File: src/prsu_pkg.sv
package prsu_pkg;

    ////////////////////////////////////////////////////////////////////////////
    // Sizes
    localparam int STACK_DEPTH = 31;
    localparam int PC_W = 21;
    localparam int PTR_W = 5;
    localparam int LATU_W = 5;
    localparam int OFS_W = 11;
    localparam int TGT_W = 20;

    ////////////////////////////////////////////////////////////////////////////
    // Pointer and program counter values
    localparam logic [4:0] PTR_EMPTY = 5'h00;
    localparam logic [4:0] PTR_ONE = 5'h01;
    localparam logic [4:0] PTR_LAST_FREE = 5'h1E;
    localparam logic [4:0] PTR_FULL = 5'h1F;
    localparam logic [20:0] PC_RESET = 21'h000000;
    localparam logic [20:0] PC_STEP = 21'h000002;
    localparam logic [20:0] ENTRY_ZERO = 21'h000000;
    localparam logic [15:0] INSTR_NOP = 16'h0000;
    localparam logic [7:0] BYTE_ZERO = 8'h00;
    localparam logic [2:0] PAD_UPPER = 3'h0;

    ////////////////////////////////////////////////////////////////////////////
    // Special-function register addresses
    localparam logic [11:0] ADDR_TOP_UPPER = 12'hFFF;
    localparam logic [11:0] ADDR_TOP_HIGH = 12'hFFE;
    localparam logic [11:0] ADDR_TOP_LOW = 12'hFFD;
    localparam logic [11:0] ADDR_POINTER = 12'hFFC;
    localparam logic [11:0] ADDR_PC_ULATCH = 12'hFFB;
    localparam logic [11:0] ADDR_PC_HLATCH = 12'hFFA;
    localparam logic [11:0] ADDR_PC_LOW = 12'hFF9;

    ////////////////////////////////////////////////////////////////////////////
    // Pointer register layout
    localparam int OVF_BIT = 7;
    localparam int UNF_BIT = 6;
    localparam int PTR_MSB = 4;
    localparam logic PTR_PAD = 1'b0;

    // Byte lanes of a stack entry
    localparam int LANE_LOW = 0;
    localparam int LANE_HIGH = 1;
    localparam int LANE_UPPER = 2;
    localparam logic [2:0] MASK_ALL = 3'h7;
    localparam logic [2:0] MASK_NONE = 3'h0;

    ////////////////////////////////////////////////////////////////////////////
    // Types
    typedef enum logic [1:0] {PH_Q1, PH_Q2, PH_Q3, PH_Q4} prsu_phase_t;

    typedef enum logic [3:0] {
        OP_NONE, OP_CALL, OP_RELATIVE_CALL, OP_JUMP, OP_BRANCH, OP_RETURN,
        OP_RETURN_WITH_LITERAL, OP_RETURN_FROM_INTERRUPT, OP_PUSH, OP_POP, OP_INTACK
    } prsu_op_t;

    typedef struct packed {
        prsu_op_t op;
        logic fast;
        logic [19:0] target;
        logic [10:0] offset;
    } prsu_cmd_t;

    typedef struct packed {
        logic rd;
        logic wr;
        logic [11:0] addr;
        logic [7:0] wdata;
    } prsu_sfr_req_t;

    typedef struct packed {
        logic [7:0] status;
        logic [7:0] working;
        logic [7:0] bank;
    } prsu_shadow_t;

endpackage : prsu_pkg

File: src/prsu_phase_gen.sv
`timescale 1ns/1ns
module prsu_phase_gen (
    input wire logic mclk,
    input wire logic rstn,
    output logic q1,
    output logic q2,
    output logic q3,
    output logic q4
);

    prsu_pkg::prsu_phase_t phase;

    ////////////////////////////////////////////////////////////////////////////
    // Divide by four into four enables
    always_ff @(posedge mclk or negedge rstn) begin
        if (!rstn) begin
            phase <= prsu_pkg::PH_Q1;
        end else begin
            case (phase)
                prsu_pkg::PH_Q1: phase <= prsu_pkg::PH_Q2;
                prsu_pkg::PH_Q2: phase <= prsu_pkg::PH_Q3;
                prsu_pkg::PH_Q3: phase <= prsu_pkg::PH_Q4;
                prsu_pkg::PH_Q4: phase <= prsu_pkg::PH_Q1;
                default: phase <= prsu_pkg::PH_Q1;
            endcase
        end
    end

    assign q1 = (phase == prsu_pkg::PH_Q1);
    assign q2 = (phase == prsu_pkg::PH_Q2);
    assign q3 = (phase == prsu_pkg::PH_Q3);
    assign q4 = (phase == prsu_pkg::PH_Q4);
endmodule : prsu_phase_gen

File: src/prsu_stack_ram.sv
`timescale 1ns/1ns
module prsu_stack_ram (
    input wire logic mclk,
    input wire logic [2:0] wrMask,
    input wire logic [4:0] wrAddr,
    input wire logic [20:0] wrData,
    input wire logic [4:0] rdAddr,
    output logic [20:0] rdData
);

    // Index zero has no storage: it is only the empty state
    logic [20:0] entry [1:31];

    always_ff @(posedge mclk) begin
        if (wrAddr != prsu_pkg::PTR_EMPTY) begin
            if (wrMask[prsu_pkg::LANE_LOW]) begin
                entry[wrAddr][7:0] <= wrData[7:0];
            end
            if (wrMask[prsu_pkg::LANE_HIGH]) begin
                entry[wrAddr][15:8] <= wrData[15:8];
            end
            if (wrMask[prsu_pkg::LANE_UPPER]) begin
                entry[wrAddr][20:16] <= wrData[20:16];
            end
        end
    end

    assign rdData = (rdAddr == prsu_pkg::PTR_EMPTY) ? prsu_pkg::ENTRY_ZERO : entry[rdAddr];

endmodule : prsu_stack_ram

File: src/prsu_core.sv
`timescale 1ns/1ns
module prsu_core (
    input wire logic mclk,
    input wire logic rstn,
    input wire logic softRst,
    input wire logic stack_fault_reset_enable,
    input wire logic cmdValid,
    input wire prsu_pkg::prsu_cmd_t cmd,
    output logic cmdReady,
    input wire prsu_pkg::prsu_sfr_req_t sfrReq,
    output logic [7:0] sfrRdata,
    input wire prsu_pkg::prsu_shadow_t liveRegs,
    output prsu_pkg::prsu_shadow_t shadowOut,
    output logic shadowRestore,
    input wire logic [15:0] instrIn,
    output logic [20:0] fetchAddr,
    output logic [15:0] instrReg,
    output logic flushActive,
    output logic operandRead,
    output logic resultWrite,
    output logic deviceResetReq
);

    ////////////////////////////////////////////////////////////////////////////
    // Decode helpers
    function automatic logic pushesPc(input prsu_pkg::prsu_op_t op);
        pushesPc = (op == prsu_pkg::OP_CALL) || (op == prsu_pkg::OP_RELATIVE_CALL) ||
                   (op == prsu_pkg::OP_INTACK) || (op == prsu_pkg::OP_PUSH);
    endfunction : pushesPc

    function automatic logic popsPc(input prsu_pkg::prsu_op_t op);
        popsPc = (op == prsu_pkg::OP_RETURN) || (op == prsu_pkg::OP_RETURN_WITH_LITERAL) ||
                 (op == prsu_pkg::OP_RETURN_FROM_INTERRUPT);
    endfunction : popsPc

    function automatic logic changesPc(input prsu_pkg::prsu_op_t op);
        changesPc = popsPc(op) || (op == prsu_pkg::OP_CALL) || (op == prsu_pkg::OP_RELATIVE_CALL) ||
                    (op == prsu_pkg::OP_JUMP) || (op == prsu_pkg::OP_BRANCH) ||
                    (op == prsu_pkg::OP_INTACK);
    endfunction : changesPc

    function automatic logic sfrHit(input prsu_pkg::prsu_sfr_req_t req, input logic [11:0] addr);
        sfrHit = (req.addr == addr);
    endfunction : sfrHit

    ////////////////////////////////////////////////////////////////////////////
    // State
    logic q1;
    logic q2;
    logic q3;
    logic q4;
    logic [4:0] pointer_bits;
    logic overflow_flag;
    logic underflow_flag;
    logic [20:0] pc;
    logic [7:0] pc_high_latch;
    logic [4:0] pc_upper_latch;
    logic [20:0] stack_top;
    logic [2:0] ramMask;
    logic [4:0] ramAddr;
    logic [20:0] ramData;

    logic take;
    logic isPush;
    logic isPop;
    logic isDiscard;
    logic pcChange;
    logic atEmpty;
    logic atFull;
    logic fullPush;
    logic emptyPop;
    logic faultRst;
    logic anyRst;
    logic pclWr;
    logic pclRd;
    logic ptrWr;
    logic flushStart;
    logic [20:0] branchTarget;
    logic [20:0] pushValue;

    prsu_phase_gen u_phase (
        .mclk(mclk),
        .rstn(rstn),
        .q1(q1),
        .q2(q2),
        .q3(q3),
        .q4(q4)
    );

    prsu_stack_ram u_ram (
        .mclk(mclk),
        .wrMask(ramMask),
        .wrAddr(ramAddr),
        .wrData(ramData),
        .rdAddr(pointer_bits),
        .rdData(stack_top)
    );

    ////////////////////////////////////////////////////////////////////////////
    // Command acceptance; one command per instruction cycle, taken at Q4
    assign cmdReady = q4 && !flushActive;
    assign take = cmdValid && cmdReady;
    assign isPush = take && pushesPc(cmd.op);
    assign isPop = take && popsPc(cmd.op);
    assign isDiscard = take && (cmd.op == prsu_pkg::OP_POP);
    assign pcChange = take && changesPc(cmd.op);
    assign atEmpty = (pointer_bits == prsu_pkg::PTR_EMPTY);
    assign atFull = (pointer_bits == prsu_pkg::PTR_FULL);
    // The 31st push, or any push once saturated
    assign fullPush = isPush && ((pointer_bits == prsu_pkg::PTR_LAST_FREE) || atFull);
    assign emptyPop = (isPop || isDiscard) && atEmpty;
    assign faultRst = stack_fault_reset_enable && (fullPush || emptyPop);
    assign anyRst = softRst || faultRst;

    // Bus accesses to own registers; pointer write yields to a stack command
    assign pclWr = sfrReq.wr && sfrHit(sfrReq, prsu_pkg::ADDR_PC_LOW);
    assign pclRd = sfrReq.rd && sfrHit(sfrReq, prsu_pkg::ADDR_PC_LOW);
    assign ptrWr = sfrReq.wr && sfrHit(sfrReq, prsu_pkg::ADDR_POINTER);
    assign flushStart = pcChange || pclWr;

    assign branchTarget = pc + 21'({{(prsu_pkg::TGT_W - prsu_pkg::OFS_W){cmd.offset[10]}}, cmd.offset, 1'b0});
    assign pushValue = faultRst ? (pc + prsu_pkg::PC_STEP) : pc;

    ////////////////////////////////////////////////////////////////////////////
    // Stack entry writes
    always_comb begin
        ramMask = prsu_pkg::MASK_NONE;
        ramAddr = pointer_bits;
        ramData = pushValue;
        if (isPush && !atFull) begin
            ramMask = prsu_pkg::MASK_ALL;
            ramAddr = pointer_bits + prsu_pkg::PTR_ONE;
        end else if (sfrReq.wr && !atEmpty) begin
            ramData = {sfrReq.wdata[4:0], sfrReq.wdata, sfrReq.wdata};
            ramMask[prsu_pkg::LANE_UPPER] = sfrHit(sfrReq, prsu_pkg::ADDR_TOP_UPPER);
            ramMask[prsu_pkg::LANE_HIGH] = sfrHit(sfrReq, prsu_pkg::ADDR_TOP_HIGH);
            ramMask[prsu_pkg::LANE_LOW] = sfrHit(sfrReq, prsu_pkg::ADDR_TOP_LOW);
        end
    end

    ////////////////////////////////////////////////////////////////////////////
    // Pointer
    always_ff @(posedge mclk or negedge rstn) begin
        if (!rstn) begin
            pointer_bits <= prsu_pkg::PTR_EMPTY;
        end else if (anyRst) begin
            pointer_bits <= prsu_pkg::PTR_EMPTY;
        end else if (isPush) begin
            if (!atFull) begin
                pointer_bits <= pointer_bits + prsu_pkg::PTR_ONE;
            end
        end else if (isPop || isDiscard) begin
            if (!atEmpty) begin
                pointer_bits <= pointer_bits - prsu_pkg::PTR_ONE;
            end
        end else if (ptrWr) begin
            pointer_bits <= sfrReq.wdata[prsu_pkg::PTR_MSB:0];
        end
    end

    ////////////////////////////////////////////////////////////////////////////
    // Flags: set wins over a software clear; of the resets, only a power-on reset clears
    always_ff @(posedge mclk or negedge rstn) begin
        if (!rstn) begin
            overflow_flag <= 1'b0;
            underflow_flag <= 1'b0;
        end else begin
            overflow_flag <= fullPush || (overflow_flag && !(ptrWr && !sfrReq.wdata[prsu_pkg::OVF_BIT]));
            underflow_flag <= emptyPop || (underflow_flag && !(ptrWr && !sfrReq.wdata[prsu_pkg::UNF_BIT]));
        end
    end

    always_ff @(posedge mclk or negedge rstn) begin
        if (!rstn) begin
            deviceResetReq <= 1'b0;
        end else begin
            deviceResetReq <= faultRst;
        end
    end

    ////////////////////////////////////////////////////////////////////////////
    // Program counter
    always_ff @(posedge mclk or negedge rstn) begin
        if (!rstn) begin
            pc <= prsu_pkg::PC_RESET;
        end else if (anyRst) begin
            pc <= prsu_pkg::PC_RESET;
        end else if (pcChange) begin
            case (cmd.op)
                prsu_pkg::OP_CALL, prsu_pkg::OP_JUMP, prsu_pkg::OP_INTACK: begin
                    pc <= {cmd.target, 1'b0};
                end
                prsu_pkg::OP_RELATIVE_CALL, prsu_pkg::OP_BRANCH: begin
                    pc <= branchTarget;
                end
                prsu_pkg::OP_RETURN, prsu_pkg::OP_RETURN_WITH_LITERAL, prsu_pkg::OP_RETURN_FROM_INTERRUPT: begin
                    pc <= {stack_top[20:1], 1'b0};
                end
                default: begin
                    pc <= pc;
                end
            endcase
        end else if (pclWr) begin
            pc <= {pc_upper_latch, pc_high_latch, sfrReq.wdata[7:1], 1'b0};
        end else if (q1 && !flushActive) begin
            pc <= pc + prsu_pkg::PC_STEP;
        end
    end

    assign fetchAddr = pc;

    // Latches change only by their own writes or a low-byte read
    always_ff @(posedge mclk or negedge rstn) begin
        if (!rstn) begin
            pc_high_latch <= prsu_pkg::BYTE_ZERO;
            pc_upper_latch <= prsu_pkg::PTR_EMPTY;
        end else if (pclRd) begin
            pc_high_latch <= pc[15:8];
            pc_upper_latch <= pc[20:16];
        end else if (sfrReq.wr) begin
            if (sfrHit(sfrReq, prsu_pkg::ADDR_PC_HLATCH)) begin
                pc_high_latch <= sfrReq.wdata;
            end
            if (sfrHit(sfrReq, prsu_pkg::ADDR_PC_ULATCH)) begin
                pc_upper_latch <= sfrReq.wdata[4:0];
            end
        end
    end

    ////////////////////////////////////////////////////////////////////////////
    // Pipeline: fetched word is replaced by a no-op after a PC change
    always_ff @(posedge mclk or negedge rstn) begin
        if (!rstn) begin
            flushActive <= 1'b0;
            instrReg <= prsu_pkg::INSTR_NOP;
        end else if (softRst) begin
            flushActive <= 1'b0;
            instrReg <= prsu_pkg::INSTR_NOP;
        end else if (q4) begin
            flushActive <= flushStart;
            instrReg <= flushStart ? prsu_pkg::INSTR_NOP : instrIn;
        end else if (flushStart) begin
            flushActive <= 1'b1;
        end
    end

    assign operandRead = q2 && !flushActive;
    assign resultWrite = q4 && !flushActive;

    ////////////////////////////////////////////////////////////////////////////
    // Fast shadow; a later load simply overwrites the earlier one
    always_ff @(posedge mclk or negedge rstn) begin
        if (!rstn) begin
            shadowOut <= '0;
            shadowRestore <= 1'b0;
        end else begin
            if (take && ((cmd.op == prsu_pkg::OP_INTACK) || (cmd.op == prsu_pkg::OP_CALL && cmd.fast))) begin
                shadowOut <= liveRegs;
            end
            shadowRestore <= isPop && cmd.fast && (cmd.op != prsu_pkg::OP_RETURN_WITH_LITERAL);
        end
    end

    ////////////////////////////////////////////////////////////////////////////
    // Register read data, one cycle after the strobe
    always_ff @(posedge mclk or negedge rstn) begin
        if (!rstn) begin
            sfrRdata <= prsu_pkg::BYTE_ZERO;
        end else if (sfrReq.rd) begin
            case (sfrReq.addr)
                prsu_pkg::ADDR_TOP_UPPER: sfrRdata <= {prsu_pkg::PAD_UPPER, stack_top[20:16]};
                prsu_pkg::ADDR_TOP_HIGH: sfrRdata <= stack_top[15:8];
                prsu_pkg::ADDR_TOP_LOW: sfrRdata <= stack_top[7:0];
                prsu_pkg::ADDR_POINTER: sfrRdata <= {overflow_flag, underflow_flag, prsu_pkg::PTR_PAD, pointer_bits};
                prsu_pkg::ADDR_PC_ULATCH: sfrRdata <= {prsu_pkg::PAD_UPPER, pc_upper_latch};
                prsu_pkg::ADDR_PC_HLATCH: sfrRdata <= pc_high_latch;
                prsu_pkg::ADDR_PC_LOW: sfrRdata <= pc[7:0];
                default: sfrRdata <= prsu_pkg::BYTE_ZERO;
            endcase
        end
    end
endmodule : prsu_core

File: config.mk
export PLATFORM = sky130hd
export DESIGN_NAME = prsu_core
export DESIGN_NICKNAME = d
export VERILOG_FILES = /design/src/prsu_pkg.sv /design/src/prsu_phase_gen.sv /design/src/prsu_stack_ram.sv /design/src/prsu_core.sv
export SDC_FILE = /design/constraint.sdc
export NUM_CORES = 1
export LEC_CHECK = 0
export ABC_AREA = 0
export BUFFER_PORTS_ARGS = -buffer_cell sky130_fd_sc_hd__buf_2
export CORE_MARGIN = 2
export CORE_UTILIZATION = 35
export CTS_CLUSTER_SIZE = 20
export DETAILED_ROUTE_END_ITERATION = 6
export GPL_TIMING_DRIVEN = 0
export PLACE_DENSITY = 0.61
export SETUP_SLACK_MARGIN = 0.1
export SYNTH_ARGS = -nofsm -noshare
export SYNTH_HDL_FRONTEND = slang
export SYNTH_SLANG_ARGS = --single-unit
File: constraint.sdc
create_clock -name mclk -period 8.2 [get_ports mclk]
set_input_delay 1.23 -clock mclk [delete_from_list [all_inputs] [get_ports mclk]]
set_output_delay 1.23 -clock mclk [all_outputs]
set_load 0.02 [all_outputs]
==> out/results.md <==
- weighted congestion at the end of routability-driven global placement: 0.977
- dominant cell type by area after synthesis: edfxtp_1
- TritonCTS clock tree: built
- data required time of the worst path: 8.49 ns
- Buffers on Ports: 173
- worst clock skew: 0.0496 ns
- Slew HR: -0.0734
- global-route wire length before repair: 159000 µm
- number of levels in the clock H-tree: 3
- leak pwr: 13.0 nW
- largest net degree at the start of global routing: 57
- async set-or-reset flop fraction in the synthesized netlist: 0.125
- post-route core utilization: 0.412
- Fin Setup TNS: 0 ns
- PostCTS Resize Cnt: 0
- via count of the first global-routing pass: 21400
- overall routing resource usage: 0.231
- Max clock buf depth: 3
- critical-path cell list: buf_2 -> buf_2 -> buf_2 -> buf_2 -> inv_1 -> ha_1 -> buf_1 -> nand2_1 -> o22ai_1 -> nand2_1 -> nor3_2
- drt first pass iters: 6
- commonest non-fill, non-tap cells in the layout: edfxtp_1, buf_2, nor2_1
- crit path time final: 5.77 ns
- Hold-fix buffers, CTS: 0
- Post-Syn Area per Cell: 15.4 µm²
- Starting Density: 0.353
- kind of critical path: reg -> reg
- final layout net count: 2546
- Core Region: 0.0932 mm²
- Gate Count Post-Synth: 2134
- total clock buffers created by CTS: 79
- worst r2r dst: u_ram.entry[27][1]$_DFFE_PP_
- Syn Nets: 2268
- result of the run: finished, violations left
- number of hold violations in the final report: 0
- Achievable Freq: 173 MHz
- kind of end point of the critical path: flip-flop
- WHS: 0.498 ns
- element type at the critical path start: flip-flop
- actual slew at the worst max-slew pin: 1.60 ns
- drt first-iter violations: 2787
- clk slew on worst S/H paths: 0.06 ns
- Arr. time, crit path: 6.06 ns
- maxcap violations: 3
- failing checks: capacitance limit, slew limit
- layer carrying the most global-route usage: met2
- Chip Height: 311 µm
- Die X-Extent: 311 µm
- sinks on the clock net: 744
- launch instance of the worst register-to-register path: pointer_bits[1]$_DFFE_PN0P_
- Synth cell types: 89
- power density relative to cell area: 214 mW/mm²
- Residual DRC: 0
- maximum fanout along the worst path: 10
- post-synth design cell area: 0.0329 mm²
- initial antenna violation count: 2
- post-CTS setup buffer count: 0
- leading post-synthesis cells by cell area: edfxtp_1, mux4_2, dfrtp_1
- fraction of layout cells with a size suffix above 1: 0.247
- routed vias: 21900
- Total Power Consumption: 8.21 mW
- met3 demand-to-capacity share in global routing: 0.0533
- routed wire length: 114000 µm
- top-area cell type share of the netlist area: 0.594
- signed area change from the synthesized netlist to the final layout: 16.8%
- DP HPWL: 82800 µm
- period utilisation layout: 0.704
- RSZ-0062 raised after global routing: no
- final setup vio count: 0
- sequential-to-total area share from yosys stat: 0.665
- count of synthesis-stage warnings from yosys: 0
- number of enable-type register cells in the synthesized netlist: 651
- number of flip-flops and latches in the synthesized netlist: 744
- clock latency reported for the late side of the worst-skew pair: 0.67 ns
- total congestion overflow after global routing: 0
- worst-path cell with the longest stage delay: nor3_2
- pins over their slew limit: 13
- Hold Path Stages: 1
- remaining number of nets flagged by the antenna check after routing: 0
- DR WL/cell: 30.5 µm
- detailed-route vias per instance: 5.88
- GR met2 Demand/Resource: 0.360
- cell row count: 112
- most prevalent standard cell on the critical path: buf_2
- hold endpoint: shadowOut[13]$_DFFE_PN0P_
- worst-case register-to-register setup slack: 2.43 ns
- number of top-level pins: 178
- VDD IR-drop max: 0.000174 V
- startpoint of the most critical hold path: shadowOut[13]$_DFFE_PN0P_
- root buffer cell: clkbuf_16
- maximum cell stage delay along the critical path: 0.95 ns
- full die area: 0.0965 mm²
- Min-Delay Path Class: reg -> reg
- most common library cell in the layout ignoring fill and taps: edfxtp_1
- Primary FF master, synth: edfxtp_1
- GR met1 Demand/Resource: 0.310
- depth of the most critical reg-to-reg path: 11
## per-stage QoR
stage | cell area, µm² | setup WS, ns | cells
6_report | 38400 | 2.43 | 3732
5_1_grt | 38400 | 2.27 | 3729
4_1_cts | 38400 | 2.26 | 3728
3_5_place_dp | 35900 | 2.35 | 3584
3_3_place_gp | 35300 | 1.31 | 3561
2_1_floorplan | 32900 | 4.15 | 2134
## registers in the layout, indices dropped and copies added (netlist names), 2 cells and up
name,cells
u_ram.entry,651
fetchAddr,20
u_phase.phase,2
sfrRdata,8
pc_high_latch,8
instrReg,16
shadowOut,24
pc_upper_latch,5
pointer_bits,5
## metal layers
metal  share of wire  wire length [µm]  up-vias
li1                -                 -     9060
met1            0.40             45500    11200
met2            0.46             51800     1377
met3           0.098             11100      270
met4           0.048              5450        0
met5               0                 0        -
## worst max-delay path, delay by kind of cell, from the launching register on
family | cells | cell delay [ns]
AO/OA/AOI/OAI | 1 | 0.54
buffers and inverters | 6 | 2.45
AND/OR/NAND/NOR | 3 | 1.66
flip-flops | 1 | 0.39
adder cells (fa/ha/maj) | 1 | 0.32
## cell families (layout without fill, tap and decap cells)
family,Yosys count,after routing,share of synthesized area
muxes,233,233,0.123
adders and majority gates,31,31,0.0120
buffers and inverters,153,494,0.0256
and+or+nand+nor,534,534,0.0779
xor gates and xnor gates,49,49,0.0130
AOI/OAI and AO/OA,389,389,0.0838
DFF,744,744,0.665
other,1,4,0.000114
## synthesized netlist by cell type (18+ instances only)
cell type    n
nand3_1     49
edfxtp_1   651
buf_2       41
nand4_1     18
mux4_2     133
a21oi_1     90
mux2i_1     68
o22ai_1     30
nand2_1    125
nor3_1      44
nor2_1     189
a22o_1      19
buf_6       20
xor2_1      22
mux2_2      32
clkbuf_1    49
xnor2_1     27
o21ai_0     45
inv_1       18
dfrtp_1     93
a22oi_1     45
ha_1        30
a221oi_1    24
## how the worst max path moves through the flow
stage	from	to	slack, ns	depth (start not counted)
after floorplan	pointer_bits[3]$_DFFE_PN0P_	u_ram.entry[10][11]$_DFFE_PP_	4.15	13
after global placement	pointer_bits[2]$_DFFE_PN0P_	u_ram.entry[28][2]$_DFFE_PP_	1.31	14
after detailed placement	pointer_bits[1]$_DFFE_PN0P_	u_ram.entry[19][13]$_DFFE_PP_	2.35	11
after CTS	pointer_bits[1]$_DFFE_PN0P_	u_ram.entry[27][12]$_DFFE_PP_	2.26	11
after global routing	pointer_bits[1]$_DFFE_PN0P_	u_ram.entry[15][6]$_DFFE_PP_	2.27	11
final	pointer_bits[1]$_DFFE_PN0P_	u_ram.entry[27][1]$_DFFE_PP_	2.43	11
## power breakdown
part	switching, mW	internal [mW]	total, mW	leakage (nW)
clock	1.54	1.96	3.50	1.20
sequential	0.0182	4.17	4.19	7.25
combinational	0.361	0.159	0.519	4.56
total	1.92	6.30	8.21	13.0
## final cells by class
type	instances	area [µm²]
Clock inverter	40	399
Buffer	133	766
Sequential cell	744	21900
Inverter	20	75.1
Multi-Input combinational cell	1237	10400
Tap cell	1254	1570
Timing Repair Buffer	197	1230
Clock buffer	104	2110
Fill cell	8445	54800
Antenna cell	3	7.51
Note: power is estimated with default switching activity, not from simulation.
